File: src/ewc_pkg.sv
// package for the external wake/interrupt combiner: register map,
// field layout, reset values and the per-input configuration carrier.
// assumes a 32-bit axi4-lite slave port with byte addresses.
package ewc_pkg;

  localparam int NUM_INPUTS = 4;
  localparam int ADDR_W = 12;
  localparam int DATA_W = 32;

  // register indices; byte address is four times the index
  localparam logic [9:0] IDX_CFG_ONE = 10'h380;
  localparam logic [9:0] IDX_CFG_TWO = 10'h381;
  localparam logic [9:0] IDX_CFG_THREE = 10'h382;
  localparam logic [9:0] IDX_CFG_FOUR = 10'h383;
  localparam logic [9:0] IDX_FLAGS = 10'h384;
  localparam logic [9:0] IDX_EVT_STATUS = 10'h385;
  localparam logic [9:0] IDX_EVT_MASK = 10'h386;

  // field positions in a trigger configuration register
  localparam int ENABLE_BIT = 0;
  localparam int COND_LSB = 4;
  localparam int COND_MSB = 5;

  // active-condition codes
  typedef enum logic [1:0] {
    EWC_LOW_LEVEL = 2'h0,
    EWC_HIGH_LEVEL = 2'h1,
    EWC_FALL_EDGE = 2'h2,
    EWC_RISE_EDGE = 2'h3
  } ewc_cond_t;

  // per-input configuration carrier
  typedef struct packed {
    ewc_cond_t cond;
    logic en;
  } ewc_cfg_t;

  localparam ewc_cfg_t CFG_RESET = '{cond: EWC_FALL_EDGE, en: 1'b0};

  localparam logic [1:0] RESP_OKAY = 2'h0;
  localparam logic [1:0] RESP_SLVERR = 2'h2;

endpackage

File: src/ewc_top.sv
// top of the external wake/interrupt combiner: four pin inputs, per-input
// condition detection, read-to-clear flags, combined request outputs and
// an axi4-lite register slave with a maskable event interrupt.
// assumes the pins are asynchronous to SYS_CLK and the bus is on SYS_CLK.
//
// Chosen here: register access over AXI4-Lite and the register offsets.
`timescale 1ns/100ps
module ewc_top (
  input wire logic SYS_CLK,
  input wire logic RST_N,
  input wire logic [3:0] EXT_REQ_PIN,
  output logic WAKE_REQ,
  output logic IRQ_SRC,
  output logic EVT_IRQ,
  input wire logic [11:0] S_AXI_AWADDR,
  input wire logic S_AXI_AWVALID,
  output logic S_AXI_AWREADY,
  input wire logic [31:0] S_AXI_WDATA,
  input wire logic [3:0] S_AXI_WSTRB,
  input wire logic S_AXI_WVALID,
  output logic S_AXI_WREADY,
  output logic [1:0] S_AXI_BRESP,
  output logic S_AXI_BVALID,
  input wire logic S_AXI_BREADY,
  input wire logic [11:0] S_AXI_ARADDR,
  input wire logic S_AXI_ARVALID,
  output logic S_AXI_ARREADY,
  output logic [31:0] S_AXI_RDATA,
  output logic [1:0] S_AXI_RRESP,
  output logic S_AXI_RVALID,
  input wire logic S_AXI_RREADY
);

  localparam int N = ewc_pkg::NUM_INPUTS;

  // register select from a byte address; 0 = cfg one .. 6 = mask, 7 = none
  function automatic logic [2:0] reg_sel(input logic [11:0] addr);
    logic [9:0] idx;
    idx = addr[11:2];
    if (addr[1:0] != 2'h0) reg_sel = 3'h7;
    else if (idx == ewc_pkg::IDX_CFG_ONE) reg_sel = 3'h0;
    else if (idx == ewc_pkg::IDX_CFG_TWO) reg_sel = 3'h1;
    else if (idx == ewc_pkg::IDX_CFG_THREE) reg_sel = 3'h2;
    else if (idx == ewc_pkg::IDX_CFG_FOUR) reg_sel = 3'h3;
    else if (idx == ewc_pkg::IDX_FLAGS) reg_sel = 3'h4;
    else if (idx == ewc_pkg::IDX_EVT_STATUS) reg_sel = 3'h5;
    else if (idx == ewc_pkg::IDX_EVT_MASK) reg_sel = 3'h6;
    else reg_sel = 3'h7;
  endfunction

  //////////////////////////////////////////////////////////////////////////
  // pin synchronisers and condition detection

  logic [N-1:0] sync_a;
  logic [N-1:0] sync_b;
  logic [N-1:0] sync_prev;
  logic [N-1:0] match;
  ewc_pkg::ewc_cfg_t cfg [N];

  // two flops per pin, then one more sample for edge comparison
  always_ff @(posedge SYS_CLK or negedge RST_N) begin
    if (!RST_N) begin
      // the chain starts at the idle-high level of the pins, so release
      // of reset does not look like a rising edge on every input
      sync_a <= {N{1'b1}};
      sync_b <= {N{1'b1}};
      sync_prev <= {N{1'b1}};
    end else begin
      sync_a <= EXT_REQ_PIN;
      sync_b <= sync_a;
      sync_prev <= sync_b;
    end
  end

  // condition match per input; edges come from consecutive samples
  genvar gi;
  generate
    for (gi = 0; gi < N; gi++) begin : g_det
      always_comb begin
        case (cfg[gi].cond)
          ewc_pkg::EWC_LOW_LEVEL: match[gi] = !sync_b[gi];
          ewc_pkg::EWC_HIGH_LEVEL: match[gi] = sync_b[gi];
          ewc_pkg::EWC_FALL_EDGE: match[gi] = sync_prev[gi] && !sync_b[gi];
          ewc_pkg::EWC_RISE_EDGE: match[gi] = !sync_prev[gi] && sync_b[gi];
          default: match[gi] = 1'b0;
        endcase
      end
    end
  endgenerate

  //////////////////////////////////////////////////////////////////////////
  // axi4-lite handshakes

  logic aw_held;
  logic w_held;
  logic [11:0] aw_addr;
  logic [31:0] w_data;
  logic [3:0] w_strb;
  logic rd_valid;
  logic [31:0] rd_data;
  logic [1:0] rd_resp;
  logic b_valid;
  logic [1:0] b_resp;

  // write address and data are taken in either order, then answered
  wire aw_take = S_AXI_AWVALID && !aw_held && !b_valid;
  wire w_take = S_AXI_WVALID && !w_held && !b_valid;
  wire wr_do = aw_held && w_held && !b_valid;
  wire [2:0] wr_sel = reg_sel(aw_addr);
  wire wr_lane = w_strb[0];
  wire rd_take = S_AXI_ARVALID && !rd_valid;
  wire [2:0] rd_sel = reg_sel(S_AXI_ARADDR);
  wire flags_read = rd_take && (rd_sel == 3'h4);

  assign S_AXI_AWREADY = !aw_held && !b_valid;
  assign S_AXI_WREADY = !w_held && !b_valid;
  assign S_AXI_ARREADY = !rd_valid;
  assign S_AXI_BVALID = b_valid;
  assign S_AXI_BRESP = b_resp;
  assign S_AXI_RVALID = rd_valid;
  assign S_AXI_RDATA = rd_data;
  assign S_AXI_RRESP = rd_resp;

  // hold the halves of a write until both are in
  always_ff @(posedge SYS_CLK or negedge RST_N) begin
    if (!RST_N) begin
      aw_held <= 1'b0;
      w_held <= 1'b0;
      aw_addr <= 12'h000;
      w_data <= 32'h0000_0000;
      w_strb <= 4'h0;
      b_valid <= 1'b0;
      b_resp <= ewc_pkg::RESP_OKAY;
    end else begin
      if (aw_take) aw_held <= 1'b1;
      else if (wr_do) aw_held <= 1'b0;
      if (aw_take) aw_addr <= S_AXI_AWADDR;
      if (w_take) w_held <= 1'b1;
      else if (wr_do) w_held <= 1'b0;
      if (w_take) w_data <= S_AXI_WDATA;
      if (w_take) w_strb <= S_AXI_WSTRB;
      if (wr_do) b_valid <= 1'b1;
      else if (S_AXI_BREADY) b_valid <= 1'b0;
      if (wr_do) begin
        b_resp <= (wr_sel == 3'h7) ? ewc_pkg::RESP_SLVERR
                                   : ewc_pkg::RESP_OKAY;
      end
    end
  end

  //////////////////////////////////////////////////////////////////////////
  // configuration, flags and event interrupt registers

  logic [N-1:0] flags;
  logic [N-1:0] evt_status;
  logic [N-1:0] evt_mask;
  logic [N-1:0] next_flags;
  logic [N-1:0] flag_set;
  logic [N-1:0] evt_w1c;

  // set wins over the clearing read so no event is lost in that cycle
  generate
    for (gi = 0; gi < N; gi++) begin : g_flag
      assign flag_set[gi] = cfg[gi].en && match[gi];
      assign next_flags[gi] = flag_set[gi] || (flags[gi] && !flags_read);
      assign evt_w1c[gi] = wr_do && wr_lane && (wr_sel == 3'h5)
                           && w_data[gi];

      // each input owns its own register; writes to others leave it alone
      always_ff @(posedge SYS_CLK or negedge RST_N) begin
        if (!RST_N) begin
          cfg[gi] <= ewc_pkg::CFG_RESET;
        end else if (wr_do && wr_lane && wr_sel == 3'(gi)) begin
          cfg[gi].cond <=
            ewc_pkg::ewc_cond_t'(w_data[ewc_pkg::COND_MSB:ewc_pkg::COND_LSB]);
          cfg[gi].en <= w_data[ewc_pkg::ENABLE_BIT];
        end
      end
    end
  endgenerate

  // flags clear on read; status is sticky, write one to clear
  always_ff @(posedge SYS_CLK or negedge RST_N) begin
    if (!RST_N) begin
      flags <= 4'h0;
      evt_status <= 4'h0;
      evt_mask <= 4'h0;
    end else begin
      flags <= next_flags;
      evt_status <= flag_set | (evt_status & ~evt_w1c);
      if (wr_do && wr_lane && wr_sel == 3'h6) evt_mask <= w_data[3:0];
    end
  end

  // combined source to clock generator and interrupt controller
  assign WAKE_REQ = |flags;
  assign IRQ_SRC = |flags;
  assign EVT_IRQ = |(evt_status & evt_mask);

  //////////////////////////////////////////////////////////////////////////
  // read data; the value is captured as the address is taken

  logic [31:0] rd_mux;

  always_comb begin
    rd_mux = 32'h0000_0000;
    case (rd_sel)
      3'h0, 3'h1, 3'h2, 3'h3: begin
        rd_mux[ewc_pkg::COND_MSB:ewc_pkg::COND_LSB] = cfg[rd_sel[1:0]].cond;
        rd_mux[ewc_pkg::ENABLE_BIT] = cfg[rd_sel[1:0]].en;
      end
      3'h4: rd_mux[3:0] = flags;
      3'h5: rd_mux[3:0] = evt_status;
      3'h6: rd_mux[3:0] = evt_mask;
      default: rd_mux = 32'h0000_0000;
    endcase
  end

  always_ff @(posedge SYS_CLK or negedge RST_N) begin
    if (!RST_N) begin
      rd_valid <= 1'b0;
      rd_data <= 32'h0000_0000;
      rd_resp <= ewc_pkg::RESP_OKAY;
    end else begin
      if (rd_take) rd_valid <= 1'b1;
      else if (S_AXI_RREADY) rd_valid <= 1'b0;
      if (rd_take) rd_data <= rd_mux;
      if (rd_take) begin
        rd_resp <= (rd_sel == 3'h7) ? ewc_pkg::RESP_SLVERR
                                    : ewc_pkg::RESP_OKAY;
      end
    end
  end

  //////////////////////////////////////////////////////////////////////////
  // checks

  // both consumers see one and the same or of the flags
  chk_combined_or: assert property (
    @(posedge SYS_CLK) disable iff (!RST_N)
    (WAKE_REQ == IRQ_SRC) && (IRQ_SRC == (flags != 4'h0)))
    else $error("combined request differs from flag or");

  // a match on an enabled input in one cycle is on both outputs in the next
  chk_request_follows: assert property (
    @(posedge SYS_CLK) disable iff (!RST_N)
    (flag_set != 4'h0) |=> WAKE_REQ && IRQ_SRC)
    else $error("combined request missing after a match");

  chk_read_withdraws: assert property (
    @(posedge SYS_CLK) disable iff (!RST_N)
    flags_read && (flag_set == 4'h0) |=> !IRQ_SRC)
    else $error("combined request held after flag read");

  chk_flags_upper_zero: assert property (
    @(posedge SYS_CLK) disable iff (!RST_N)
    flags_read |=> rd_valid && (rd_data[31:4] == 28'h0)
                   && (rd_data[3:0] == $past(flags)))
    else $error("flag read data wrong");

  chk_cond_written: assert property (
    @(posedge SYS_CLK) disable iff (!RST_N)
    wr_do && wr_lane && (wr_sel == 3'h2)
    |=> cfg[2].cond == $past(w_data[5:4])
        && cfg[1] == $past(cfg[1]))
    else $error("condition field not written alone");

  generate
    for (gi = 0; gi < N; gi++) begin : g_chk
      chk_flag_needs_en: assert property (
        @(posedge SYS_CLK) disable iff (!RST_N)
        $rose(flags[gi]) |-> $past(cfg[gi].en))
        else $error("flag set while input disabled");

      chk_level_again: assert property (
        @(posedge SYS_CLK) disable iff (!RST_N)
        cfg[gi].en && cfg[gi].cond == ewc_pkg::EWC_HIGH_LEVEL
        && sync_b[gi] && flags_read |=> flags[gi])
        else $error("held level did not set flag again");

      chk_rise_sampled: assert property (
        @(posedge SYS_CLK) disable iff (!RST_N)
        cfg[gi].cond == ewc_pkg::EWC_RISE_EDGE && $rose(flags[gi])
        |-> $past(sync_b[gi]) && !$past(sync_prev[gi]))
        else $error("rising flag without sampled rise");
    end
  endgenerate

  chk_reset_cfg: assert property (
    @(posedge SYS_CLK) disable iff (!RST_N)
    $rose(RST_N) |-> cfg[0] == ewc_pkg::CFG_RESET && flags == 4'h0)
    else $error("configuration not at reset value");

  // a mask write in the same cycle may legally drop the interrupt
  chk_evt_irq: assert property (
    @(posedge SYS_CLK) disable iff (!RST_N)
    (flag_set & evt_mask) != 4'h0 && !(wr_do && wr_lane && wr_sel == 3'h6)
    |=> EVT_IRQ)
    else $error("event interrupt missing");

endmodule

File: config.mk
export PLATFORM = sky130hd
export DESIGN_NAME = ewc_top
export DESIGN_NICKNAME = d
export VERILOG_FILES = /design/src/ewc_pkg.sv /design/src/ewc_top.sv
export SDC_FILE = /design/constraint.sdc
export NUM_CORES = 1
export LEC_CHECK = 0
export ABC_CLOCK_PERIOD_IN_PS = 2200
export BUFFER_PORTS_ARGS = -buffer_cell sky130_fd_sc_hd__buf_4
export CAP_MARGIN = 20
export CORE_MARGIN = 4
export CORE_UTILIZATION = 40
export CTS_CLUSTER_SIZE = 24
export DETAILED_ROUTE_END_ITERATION = 12
export PLACE_DENSITY = 0.67
export SYNTH_ARGS = -nofsm -noshare
export SYNTH_HDL_FRONTEND = slang
export SYNTH_SLANG_ARGS = --single-unit
File: constraint.sdc
create_clock -name SYS_CLK -period 2.2 [get_ports SYS_CLK]
set_clock_uncertainty 0.05 [all_clocks]
set_input_delay 0.11 -clock SYS_CLK [delete_from_list [all_inputs] [get_ports SYS_CLK]]
set_output_delay 0.11 -clock SYS_CLK [all_outputs]
set_load 0.01 [all_outputs]
# Word level (Yosys, flattened, before mapping)
# Cells that the tools add are included.
[word_totals]
ff_bits = 69
in_bits = 71
output_inout_bits = 44
[op_classes]
n_lt_le_gt_ge = 1
n_eq_ne = 39
muxes = 35
bitwise = 5
n_reduce_logical = 69
[ops]
columns = ["cell", "count"]
rows = [
  ["== test 10 bit (second input constant)", 14],
  ["logical AND 1 bit", 37],
  ["two-way mux 3 bit", 12],
  ["== test 3 bit (second input constant)", 7],
  ["one-hot mux 1 bit (4 select lines)", 5],
  ["== test 2 bit (second input constant)", 8],
  ["two-way mux 2 bit", 7],
  ["logical NOT 1 bit", 13],
  ["== test 3 x 2 -> 1 bit (second input constant)", 4],
  ["nonzero test 2 bit", 6],
  ["OR reduction 4 bit", 3],
  ["two-way mux 1 bit", 9],
  ["one-hot mux 3 bit (3 select lines)", 1],
  ["bitwise AND 4 bit", 2],
  ["== test 2 x 1 -> 1 bit (second input constant)", 4],
  ["logical NOT 2 bit", 4],
  ["binary-select mux 3 bit (select 2 bit)", 1],
  ["== test 3 x 1 -> 1 bit (second input constant)", 2],
  ["logical NOT 3 bit", 2],
  ["logical OR 1 bit", 4],
  ["NOT 4 bit", 1],
  ["OR 4 bit", 1],
  ["greater-or-equal comparator 3 bit (second input constant)", 1],
  ["NOT 2 -> 3 bit", 1],
]

# Logic depth before layout (Yosys ltp)
# Gate-level depths: netlist of the first run.
[logic_depth]
depth_word = 15
depth_mapped = 5

# Least setup slack after synthesis of the first run
# Ideal clock, no wire load.
[synth_path]
kind = "reg2reg"
from = "reg aw_addr[7]"
to = "reg cfg[10] (netlist name)"
setup_time_ns = 0.125
arrival_time_ns = 1.567
path_slack_ns = 0.458
stages_incl_launch_ff = 5
n_path_buf = 0
path_cell_list = "dfrtp_1 nor4b_4 nand4_2 or3_4 mux2_4"
[synth_via]
elab_chain_cells = 11
word_cells_on_any_way = 17
cone_classes = "eq/ne (7); mux (8); reduce/logical (2)"
[synth_rtl]
columns = ["item", "line", "text"]
rows = [
  ["start, declared", "ewc_top.sv:96", "logic [11:0] aw_addr;"],
  ["start signal, assigned", "ewc_top.sv:129", "aw_addr <= 12'h000;"],
  ["start signal, assigned", "ewc_top.sv:137", "if (aw_take) aw_addr <= S_AXI_AWADDR;"],
  ["== test 10 bit", "ewc_top.sv:47", "else if (idx == ewc_pkg::IDX_EVT_MASK) reg_sel = 3'h6;"],
  ["two-way mux 1 bit", "ewc_top.sv:47", ""],
  ["two-way mux 2 bit", "ewc_top.sv:46", "else if (idx == ewc_pkg::IDX_EVT_STATUS) reg_sel = 3'h5;"],
  ["two-way mux 2 bit", "ewc_top.sv:45", "else if (idx == ewc_pkg::IDX_FLAGS) reg_sel = 3'h4;"],
  ["two-way mux 3 bit", "ewc_top.sv:44", "else if (idx == ewc_pkg::IDX_CFG_FOUR) reg_sel = 3'h3;"],
  ["two-way mux 3 bit", "ewc_top.sv:43", "else if (idx == ewc_pkg::IDX_CFG_THREE) reg_sel = 3'h2;"],
  ["two-way mux 3 bit", "ewc_top.sv:42", "else if (idx == ewc_pkg::IDX_CFG_TWO) reg_sel = 3'h1;"],
  ["two-way mux 3 bit *", "ewc_top.sv:41", "else if (idx == ewc_pkg::IDX_CFG_ONE) reg_sel = 3'h0;"],
  ["two-way mux 3 bit *", "ewc_top.sv:40", "if (addr[1:0] != 2'h0) reg_sel = 3'h7;"],
  ["logical NOT 3 bit *", "ewc_top.sv:173", "end else if (wr_do && wr_lane && wr_sel == 3'(gi)) begin"],
  ["logical AND 1 bit *", "ewc_top.sv:173", ""],
  ["end signal, assigned by index", "ewc_top.sv:172", "cfg[gi] <= ewc_pkg::CFG_RESET;"],
  ["end, declared", "ewc_top.sv:58", "ewc_pkg::ewc_cfg_t cfg [N];"],
]
# Mark *: on every way between the ends. The rest lies on a longest branch, timed or not.
# A chain may end at the register's enable or synchronous reset.

# Final worst setup path of the first run
[layout_path]
from = "reg aw_addr[7]"
to = "reg cfg[7] (netlist name)"
[layout_via]
elab_chain_cells = 11
word_cells_on_any_way = 17
cone_classes = "eq/ne (8); mux (8); reduce/logical (1)"
[layout_rtl]
columns = ["item", "line"]
rows = [
  ["== test 10 bit", "ewc_top.sv:47"],
  ["two-way mux 1 bit", "ewc_top.sv:47"],
  ["two-way mux 2 bit", "ewc_top.sv:46"],
  ["two-way mux 2 bit", "ewc_top.sv:45"],
  ["two-way mux 3 bit", "ewc_top.sv:44"],
  ["two-way mux 3 bit", "ewc_top.sv:43"],
  ["two-way mux 3 bit", "ewc_top.sv:42"],
  ["two-way mux 3 bit *", "ewc_top.sv:41"],
  ["two-way mux 3 bit *", "ewc_top.sv:40"],
  ["== test 3 x 1 -> 1 bit *", "ewc_top.sv:173"],
  ["logical AND 1 bit *", "ewc_top.sv:173"],
]
# Marks and branches as above.

==> results of run 1 <==
==> timing repair <==
action | CTS | global route
resized for setup | 0 | 0
hold buffers | 28 | 0
hold endpoints to repair | 78 | 0
==> stage by stage <==
stage	power, W	util	setup slack [ps]	hold WS [ps]
6_report	0.00348	0.524	330	64.5
5_1_grt	0.00369	0.524	245	84.4
4_1_cts	0.00353	0.524	325	53.3
3_5_place_dp	0.00248	0.463	340	169
3_3_place_gp	0.00246	0.463	364	168
2_1_floorplan	0.00225	-	458	-236
==> synthesized netlist by cell type, types with 3 or more instances <==
cell type  number  area share
clkbuf_1        4      0.0048
dfrtp_1        51        0.41
nand2_1        16       0.019
nor2b_1         6       0.012
mux2i_1         4       0.013
mux2_2         32        0.11
nor3_1          3      0.0048
mux4_2          3       0.021
buf_4          29       0.069
a21oi_1         6      0.0096
nand2b_1        3      0.0060
a31oi_1         5      0.0099
nor2_1         11       0.013
o21ai_0        14       0.022
inv_1           5      0.0060
mux2_4          3       0.014
dfstp_2        16        0.13
nand3_1         6      0.0096
o2bb2ai_1       3      0.0084
==> logic make-up (layout without fill, tap and decap cells) <==
group,after synthesis,after routing,synth area share
muxes,42,42,0.163
other,1,28,0.00119
buffers and inverters,41,107,0.0848
xor gates and xnor gates,2,2,0.00557
and+or+nand+nor,68,68,0.135
AOI/OAI and AO/OA,36,36,0.0708
DFF,67,67,0.540
==> sequential cells by signal, indices dropped and copies added (netlist names) <==
register / flops
w_strb: 1
S_AXI_BVALID: 1
cfg: 12
sync_prev: 4
evt_mask: 4
w_held: 1
aw_addr: 12
w_data: 6
S_AXI_RVALID: 1
S_AXI_RDATA: 6
sync_b: 4
aw_held: 1
evt_status: 4
flags: 4
S_AXI_RRESP: 1
sync_a: 4
S_AXI_BRESP: 1
==> placed cells by master (no fill, tap or decap), drive strengths merged, types with 2 or more instances in the layout <==
master and instances:
a31oi 5, xnor2 2, dlygate4sd3 28, a22oi 2, nand3 6, dfrtp 51
mux2i 4, o31ai 2, nand2 16, a21oi 6, nand3b 2, buf 58
dfstp 16, inv 5, o21ai 14, o2bb2ai 3, nor2b 6, conb 28
nor3b 4, mux2 35, mux4 3, and2 2, nand4 3, clkbuf 14
nor2 11, nor4b 4, or3 2, nor3 3, nand2b 3
==> path summary, 6_finish.rpt <==
check	start	end	slack, ps	cells after the start
max reg2reg	aw_addr[7]	cfg[7]	330	4
min	S_AXI_ARADDR[4]	S_AXI_RDATA[3]	60	2
max in group asynchronous	RST_N	w_data[3]	1200	2
min in group asynchronous	RST_N	aw_addr[7]	330	2
max	aw_addr[7]	cfg[7]	330	4
min reg2reg	sync_a[3]	sync_b[3]	300	0
==> power breakdown <==
| group | internal (W) | switching (W) |
|---|---|---|
| Sequential | 0.00148 | 0.000271 |
| Clock | 0.000555 | 0.000434 |
| Combinational | 0.000440 | 0.000300 |
| Total | 0.00248 | 0.00100 |
==> layer usage <==
layer / vias to the layer above / global-route usage / routed length (um)
met3: 15 / 0.0404 / 452
met1: 1039 / 0.181 / 2630
met2: 81 / 0.206 / 2790
met4: 0 / 0.0734 / 169
met5: - / 0 / 0
li1: 1030 / - / -
==> area by class of cell <==
type,instances,area [um2]
clock buffer,14,153
clock inverter,2,35.0
fill,690,3660
inverter,5,18.8
multi-input combinational,176,1280
sequential,67,1700
tap,102,128
timing repair buffer,86,716
==> worst max-delay path: cells and delay by family, from the launching register on <==
kind | cells | cell delay [ps]
DFF | 1 | 430
muxes | 1 | 370
and+or+nand+nor | 3 | 900
==> metrics.txt, run 1 <==
Setup CP Type flip-flop to flip-flop; Leak 1.80 nW; PortBufs 57; RSZ-0062 raised after global routing false; Final Hold Viols 0; n_diodes 0; Finish-stage setup viols 0; layout cells sized above 1 0.377; # clock sinks 67; Detail Placement HPWL 4280 um; pin count of the biggest net entering global routing 68; CP cell instances nor4b_4 > nand4_2 > nor3b_2 > mux2_2; #FFs+latches synth 67; initial DRC count 102; total gr overflow 0; Worst-Margin Slew 823 ps; final instance area 0.00403 mm2; DP Area 0.00356 mm2; Reg clk slew, reported paths 70 ps; ys async rst share 1.00; post-synthesis sequential area ratio 0.540; Post-Syn Area 0.00314 mm2; die area 0.00934 mm2; drc violations 0; CP Capture Type flip-flop; starting density of the core 0.409; Ys Warns 0; Nets 416; syn avg cell area 12.2 um2; final WL 6040 um; DIE HEIGHT 96.7 um; total CTS buffers 9; site row count 32; Worst setup SP type flip-flop; Mapped Cells 257; number of H-tree levels 3; DRT Pass-1 Iters 4; clk root buf clkbuf_8; Vias/cell 4.79; Highest Clock Rate 535 MHz; DRT antenna net count 0; vias in the first global route 2158; Pwr per Cell Area 864 mW/mm2; status finished clean; clock insertion delay at the later pin of the skew report 340 ps; Layout Cells excl Fill 452; Final Slew Violations 0; P&R area growth vs syn 28.1%; CP Max Fanout 4; DR WL/cell 13.4 um; Worst Hold Class input port to flip-flop; initial antenna violation count 0; first-pass GRT wire length 10400 um; max-cap violations 0; CORE AREA 0.00769 mm2; total number of vias 2165; Post-CTS Setup Repair Bufs 0; gpl congestion 0.813; Ports 115; maximum vdd drop 604 uV; fin crit share 0.850; setup TNS 0 ps; dpl cells 408; crit-path max cell delay 430 ps; worst endpoint required time 2380 ps; Worst path slowest cell dfrtp_1; ys flop type dfrtp_1; Die X 96.7 um; CTS tree done; crit path time final 1870 ps; clock buffer depth 2; Slew headroom 0.452; gr usage total 0.138; EDFF count, synth 0; Cell variety after synth 45; critical path data arrival time 2050 ps
Power figures use the tool's default switching activity.
==> inputs of run 2 (changes only) <==
--- a/config.mk
+++ b/config.mk
@@ -5,14 +5,14 @@
 export SDC_FILE = /design/constraint.sdc
 export NUM_CORES = 1
 export LEC_CHECK = 0
-export ABC_CLOCK_PERIOD_IN_PS = 2200
+export ABC_CLOCK_PERIOD_IN_PS = 1700
 export BUFFER_PORTS_ARGS = -buffer_cell sky130_fd_sc_hd__buf_4
 export CAP_MARGIN = 20
 export CORE_MARGIN = 4
 export CORE_UTILIZATION = 40
 export CTS_CLUSTER_SIZE = 24
 export DETAILED_ROUTE_END_ITERATION = 12
-export PLACE_DENSITY = 0.67
+export PLACE_DENSITY = 0.69
 export SYNTH_ARGS = -nofsm -noshare
 export SYNTH_HDL_FRONTEND = slang
 export SYNTH_SLANG_ARGS = --single-unit
==> constraint.sdc (replaced) <==
create_clock -name SYS_CLK -period 1.7 [get_ports SYS_CLK]
set_clock_uncertainty 0.05 [all_clocks]
set_input_delay 0.085 -clock SYS_CLK [delete_from_list [all_inputs] [get_ports SYS_CLK]]
set_output_delay 0.085 -clock SYS_CLK [all_outputs]
set_load 0.01 [all_outputs]
==> run 2 against run 1 <==
  * The flow now finishes with violations (setup timing)
  * Non-clock buffer count up 17
  * Clock power rose by 43%
  * Routed wire length grew 5.1%
  * Largest power group unchanged
  * Critical endpoint is now cfg[10]
  * First-iteration DRC count fell by 7.8%
==> metrics.txt, run 2 (synthesized netlist as in run 1, its figures left out) <==
status finished, violations left; violated checks setup timing; setup TNS -1020 ps (-1020 ps); Setup CP Type flip-flop to flip-flop; max-cap violations 0 (unchanged); CP Capture Type flip-flop; PortBufs 57 (unchanged); DIE HEIGHT 96.7 um (unchanged); starting density of the core 0.409 (unchanged); critical path data arrival time 2030 ps (-20 ps); worst r2r src aw_addr[7]; site row count 32 (unchanged); internal cell power 0.00353 W (+42%); total power 0.00493 W (+42%); Nets 433 (+4.1%); Sequential Area 0.00170 mm2 (unchanged); Die X 96.7 um (unchanged); maximum vdd drop 759 uV (+26%); Worst Hold Class input port to flip-flop; Reg clk slew, reported paths 70 ps (about the same); crit path time final 1850 ps (-21.3 ps); Worst Hold Slack 37.6 ps (-26.9 ps); Finish-stage setup viols 15 (+15); DR WL/cell 13.5 um (+1.3%); number of H-tree levels 3 (unchanged); Highest Clock Rate 541 MHz (+1.2%); most frequent cells in the layout buf_4 (72), dfrtp_1 (51), conb_1 (28), dlygate4sd3_1 (28), mux2_2 (21); P&R area growth vs syn 36.1%; drc violations 0 (unchanged); Worst setup SP type flip-flop; DRT Pass-1 Iters 4 (unchanged); Vias/cell 4.77 (-0.42%); RSZ-0062 raised after global routing true; CORE AREA 0.00769 mm2 (unchanged); initial DRC count 94 (-7.8%); clk root buf clkbuf_8; Worst path slowest cell dfrtp_1; Seq pwr share 0.452 (-0.051); final WL 6350 um (+5.1%); post-route setup slack -148 ps (-479 ps); DRT antenna net count 0 (unchanged); initial antenna violation count 0 (unchanged); Leak 1.92 nW (+7.0%); gr usage total 0.141 (+0.00342); Pwr per Cell Area 1150 mW/mm2 (+34%); clock buffer depth 2 (unchanged); pin count of the biggest net entering global routing 45 (-34%); biggest regs aw_addr x12, cfg x12; net load switching power 0.00141 W (+40%); Clk pwr share 0.285 (about the same); crit path launch aw_addr[7]; CP cell instances nor4b_4 > nand4_4 > or3_4 > mux2_4; total gr overflow 0 (unchanged); total number of vias 2237 (+3.3%); crit-path max cell delay 410 ps (-20 ps); n_diodes 0 (unchanged); combinational power share 0.263 (+0.050); CP Max Fanout 4 (unchanged); dpl cells 425 (+4.2%); gpl congestion 0.799 (-1.7%); footprint of the multi-input gates 0.00135 mm2 (+4.9%); switch share 0.286 (-0.00320); most common cell after layout, fill and taps aside buf_4; Final Hold Viols 0 (unchanged); first-pass GRT wire length 10700 um (+2.7%); Detail Placement HPWL 4680 um (+9.2%); Layout Cells excl Fill 469 (+3.8%); worst endpoint required time 1880 ps (-500 ps); fin crit share 1.09 (+0.237); Final Slew Violations 0 (unchanged); CTS tree done; min-delay src S_AXI_ARADDR[4]; layout cells sized above 1 0.411 (+0.0343); die area 0.00934 mm2 (unchanged); # clock sinks 67 (unchanged); Filler Cell Count 657 (-4.8%); total CTS buffers 9 (unchanged); clock insertion delay at the later pin of the skew report 340 ps (about the same); vias in the first global route 2224 (+3.1%); worst slack, placed -125 ps (-465 ps); Ports 115 (unchanged)
## run 2: cell count changes in the layout (fill, tap and decap cells not counted), sizes merged
cell / before / now
buf: 58 / 75
clkbuf: 14 / 11
bufinv: 1 / 2
clkinvlp: 0 / 1
clkinv: 1 / 2
## run 2: power groups by stage
stage / Sequential [W] / Clock [W] / Combinational, W
global route: 0.00228 / 0.00152 / 0.00142
detailed placement: 0.00225 / 0 / 0.00123
floorplan: 0.00218 / 0 / 0.000735
global placement: 0.00223 / 0 / 0.00119
CTS: 0.00222 / 0.00145 / 0.00129
finish: 0.00223 / 0.00141 / 0.00130
## run 2: metal layers
layer,vias up,global-route usage,part of all wire
met3,8,0.0534,0.080
met1,1073,0.179,0.43
li1,1064,-,-
met4,0,0.0454,0.013
met5,-,0,0
met2,92,0.224,0.48
## run 2: critical path, delay by kind of cell, from the launching register on
kind,cells,cell delay [ps]
DFF,1,410
muxes,1,310
and+or+nand+nor,3,980
## run 2: metrics by stage
step | util | cell area (um2)
after detailed placement | 0.485 | 3730
after global routing | 0.556 | 4280
final | 0.556 | 4280
after floorplan | - | 3250
after CTS | 0.551 | 4240
after global placement | 0.485 | 3730
## run 2: worst paths after layout
path	end	slack [ps]	cells after the start
setup / recovery	cfg[10]	-150	4
hold / removal	S_AXI_RDATA[2]	40	3
setup reg to reg	cfg[10]	-150	4
hold reg to reg	sync_b[3]	310	0
max in group asynchronous	cfg[11]	900	3
min in group asynchronous	aw_addr[0]	120	2
## run 2: area by class of cell
type | count | area share
Tap cell | 102 | 0.0298
Clock buffer | 11 | 0.0307
Multi-Input combinational cell | 176 | 0.314
Sequential cell | 67 | 0.397
Clock inverter | 5 | 0.0181
Inverter | 5 | 0.00439
Timing Repair Buffer | 103 | 0.206
## run 2: timing repair
item,CTS,global route
pin swaps,2,4
hold buffers,28,0
endpoints found under the setup margin,15,18
endpoints found under the hold margin,83,0
resized for setup,6,11
setup buffers,0,0
==> inputs of run 3 (changes only) <==
--- a/config.mk
+++ b/config.mk
@@ -5,14 +5,15 @@
 export SDC_FILE = /design/constraint.sdc
 export NUM_CORES = 1
 export LEC_CHECK = 0
+export ABC_AREA = 1
 export ABC_CLOCK_PERIOD_IN_PS = 1700
 export BUFFER_PORTS_ARGS = -buffer_cell sky130_fd_sc_hd__buf_4
 export CAP_MARGIN = 20
 export CORE_MARGIN = 4
-export CORE_UTILIZATION = 40
+export CORE_UTILIZATION = 45
 export CTS_CLUSTER_SIZE = 24
 export DETAILED_ROUTE_END_ITERATION = 12
-export PLACE_DENSITY = 0.69
+export PLACE_DENSITY = 0.76
 export SYNTH_ARGS = -nofsm -noshare
 export SYNTH_HDL_FRONTEND = slang
 export SYNTH_SLANG_ARGS = --single-unit
==> constraint.sdc (replaced) <==
create_clock -name SYS_CLK -period 1.7 [get_ports SYS_CLK]
set_clock_uncertainty 0.05 [all_clocks]
set_input_delay 0.255 -clock SYS_CLK [delete_from_list [all_inputs] [get_ports SYS_CLK]]
set_output_delay 0.255 -clock SYS_CLK [all_outputs]
set_load 0.01 [all_outputs]
==> run 3 against run 2 <==
  * The flow now finishes without violations
  * Maximum frequency grew 14%
  * Clock power shrank 17%
  * Register-to-register slack gained 230 ps
  * Power shrank 12%
  * Count of clock-buffer cells in the layout is the same
  * Sequential cell count is the same
  * Global-route usage grew 2.2 points
  * Area after synthesis grew 1.9%
  * Die area shrank 8.6%
  * First-iteration DRC count grew 14%
  * Routed wire length grew 1.1%
  * Sequential power shrank 5%
  * Critical path type unchanged
  * Highest routed layer unchanged
==> metrics.txt, run 3 <==
EDFF count, synth 0 (unchanged); Mapped Cells 358 (+39%); ys flop type dfrtp_1; Final Slew Violations 0 (unchanged); ys async rst share 1.00 (unchanged); Cell variety after synth 28 (-38%); WP buf/inv 1 (+1); Setup CP Type flip-flop to flip-flop; clk root buf clkbuf_8; Layout Cells excl Fill 535 (+14%); most frequent cells in the layout nand2_1 (91), buf_4 (64), dfrtp_1 (51); Nets 505 (+17%); biggest regs aw_addr x12, cfg x12; total CTS buffers 9 (unchanged); # clock sinks 67 (unchanged); crit path time final 1620 ps (-233 ps); top cells by area, synth dfrtp_1 (40%), dfstp_2 (13%), nand2_1 (11%), buf_4 (6.8%), inv_1 (4.7%); drc violations 0 (unchanged); critical path data arrival time 1790 ps (-240 ps); most common cell after layout, fill and taps aside nand2_1; CTS tree done; gpl congestion 0.856 (+7.1%); Worst setup SP type flip-flop; DRT Pass-1 Iters 4 (unchanged); post-synthesis sequential area ratio 0.529 (-0.0103); CORE AREA 0.00687 mm2 (-11%); status finished clean; Synth area leader dfrtp_1; CP Max Fanout 6 (+2); max-cap violations 0 (unchanged); CP Capture Type flip-flop; RSZ-0062 raised after global routing true; Worst path slowest cell dfrtp_1; setup TNS 0 ps (+1020 ps); vias in the first global route 2476 (+11%); DIE HEIGHT 92.4 um (-4.4%); n_diodes 0 (unchanged); dpl cells 512 (+20%); Leak 1.96 nW (+1.8%); Worst Hold Class input port to flip-flop; Finish-stage setup viols 0 (-15); #FFs+latches synth 67 (unchanged); PortBufs 57 (unchanged); worst slack, placed 48.5 ps (+174 ps); site row count 30 (-6.3%); fin crit share 0.950 (-0.137); CP cell instances inv_2 > nor3_2 > and2_4 > nand4_4 > nor2_4 > nand3b_1 > nand2_1 > o21ai_1; crit-path max cell delay 350 ps (-60 ps); total gr overflow 0 (unchanged); commonest cells in the netlist nand2_1 (91), dfrtp_1 (51), inv_1 (40), nor2_1 (31), buf_4 (29); Vias/cell 4.68 (-1.9%); gr usage total 0.163 (+0.0217); first-pass GRT wire length 11100 um (+3.5%); initial antenna violation count 0 (unchanged); starting density of the core 0.467 (+0.0576); Reg clk slew, reported paths 70 ps (about the same); Pwr per Cell Area 1100 mW/mm2 (-4.9%); syn avg cell area 8.95 um2 (-27%); clock insertion delay at the later pin of the skew report 340 ps (about the same); worst endpoint required time 1870 ps (about the same); most frequent cell after synthesis nand2_1; layout cells sized above 1 0.282 (-0.129); P&R area growth vs syn 22.8%; initial DRC count 107 (+14%); Yosys top cell area share 0.398 (-0.00776); Final Hold Viols 0 (unchanged); Post-Syn Area 0.00321 mm2 (+1.9%); DR WL/cell 12.0 um (-11%); Die X 92.4 um (-4.4%); crit-path leading delay family simple AND/OR/NAND/NOR gates; final WL 6420 um (+1.1%); post-route setup slack 84.9 ps (+233 ps); pin count of the biggest net entering global routing 36 (-20%); total number of vias 2504 (+12%); number of H-tree levels 3 (unchanged); Highest Clock Rate 619 MHz (+14%); DRT antenna net count 0 (unchanged); clock buffer depth 2 (unchanged); Ports 115 (unchanged); maximum vdd drop 886 uV (+17%); Detail Placement HPWL 4930 um (+5.4%); die area 0.00854 mm2 (-8.6%); Ys Warns 0 (unchanged)
-- run 3: report_power, final --
part | switching [W] | internal [W] | leakage (nW)
Combinational | 0.000570 | 0.000452 | 1.07
Clock | 0.000576 | 0.000598 | 0.0949
Sequential | 0.000208 | 0.00191 | 0.792
Total | 0.00135 | 0.00296 | 1.96
-- run 3: worst paths after layout --
kind | start | endpoint | slack [ps] | cells after the start
max | aw_addr[9] | cfg[10] | 80 | 8
min | S_AXI_BREADY | S_AXI_BVALID | 50 | 2
max reg2reg | aw_addr[9] | cfg[10] | 80 | 8
min reg2reg | sync_a[3] | sync_b[3] | 310 | 0
max in group asynchronous | RST_N | cfg[5] | 650 | 3
min in group asynchronous | RST_N | aw_addr[1] | 360 | 2
-- run 3: worst reg2reg max path, stage by stage (launching register included) --
cell	delay (ps)
dfrtp_1	350
inv_2	40
nor3_2	170
and2_4	200
nand4_4	110
nor2_4	170
nand3b_1	210
nand2_1	130
o21ai_1	70
-- run 3: cell families after synthesis --
logic type | synth area share
flops | 0.529
compound gates | 0.0706
other cells | 0.00117
buf+inv | 0.119
mux | 0.0351
simple gates | 0.245
-- run 3: repair_timing --
action | in CTS | in global routing
endpoints found under the hold margin | 28 | 0
hold buffers | 5 | 0
resized for setup | 0 | 8
buffers inserted | 0 | 2
endpoints found under the setup margin | 0 | 13
-- run 3: layout make-up --
type	count	area, um2
tap	96	120
inverter	40	150
sequential	67	1700
timing repair buffer	70	551
clock inverter	5	27.5
fill	651	2930
multi-input combinational	246	1240
clock buffer	11	151
-- run 3: routing by layer --
metal,up-vias,share of wire,track usage
met5,-,0,0
met4,0,0.014,0.0532
met3,8,0.085,0.0593
met2,81,0.48,0.269
met1,1167,0.42,0.197
li1,1248,-,-
-- run 3: through the flow --
stage / hold slack, ps / total power, W / area, um2 / util
2_1_floorplan: -90.6 / 0.00282 / 3310 / -
3_3_place_gp: 184 / 0.00311 / 3680 / 0.536
3_5_place_dp: 191 / 0.00317 / 3680 / 0.536
4_1_cts: 37.9 / 0.00436 / 3910 / 0.569
5_1_grt: 63.5 / 0.00460 / 3940 / 0.573
6_report: 45.1 / 0.00432 / 3940 / 0.573
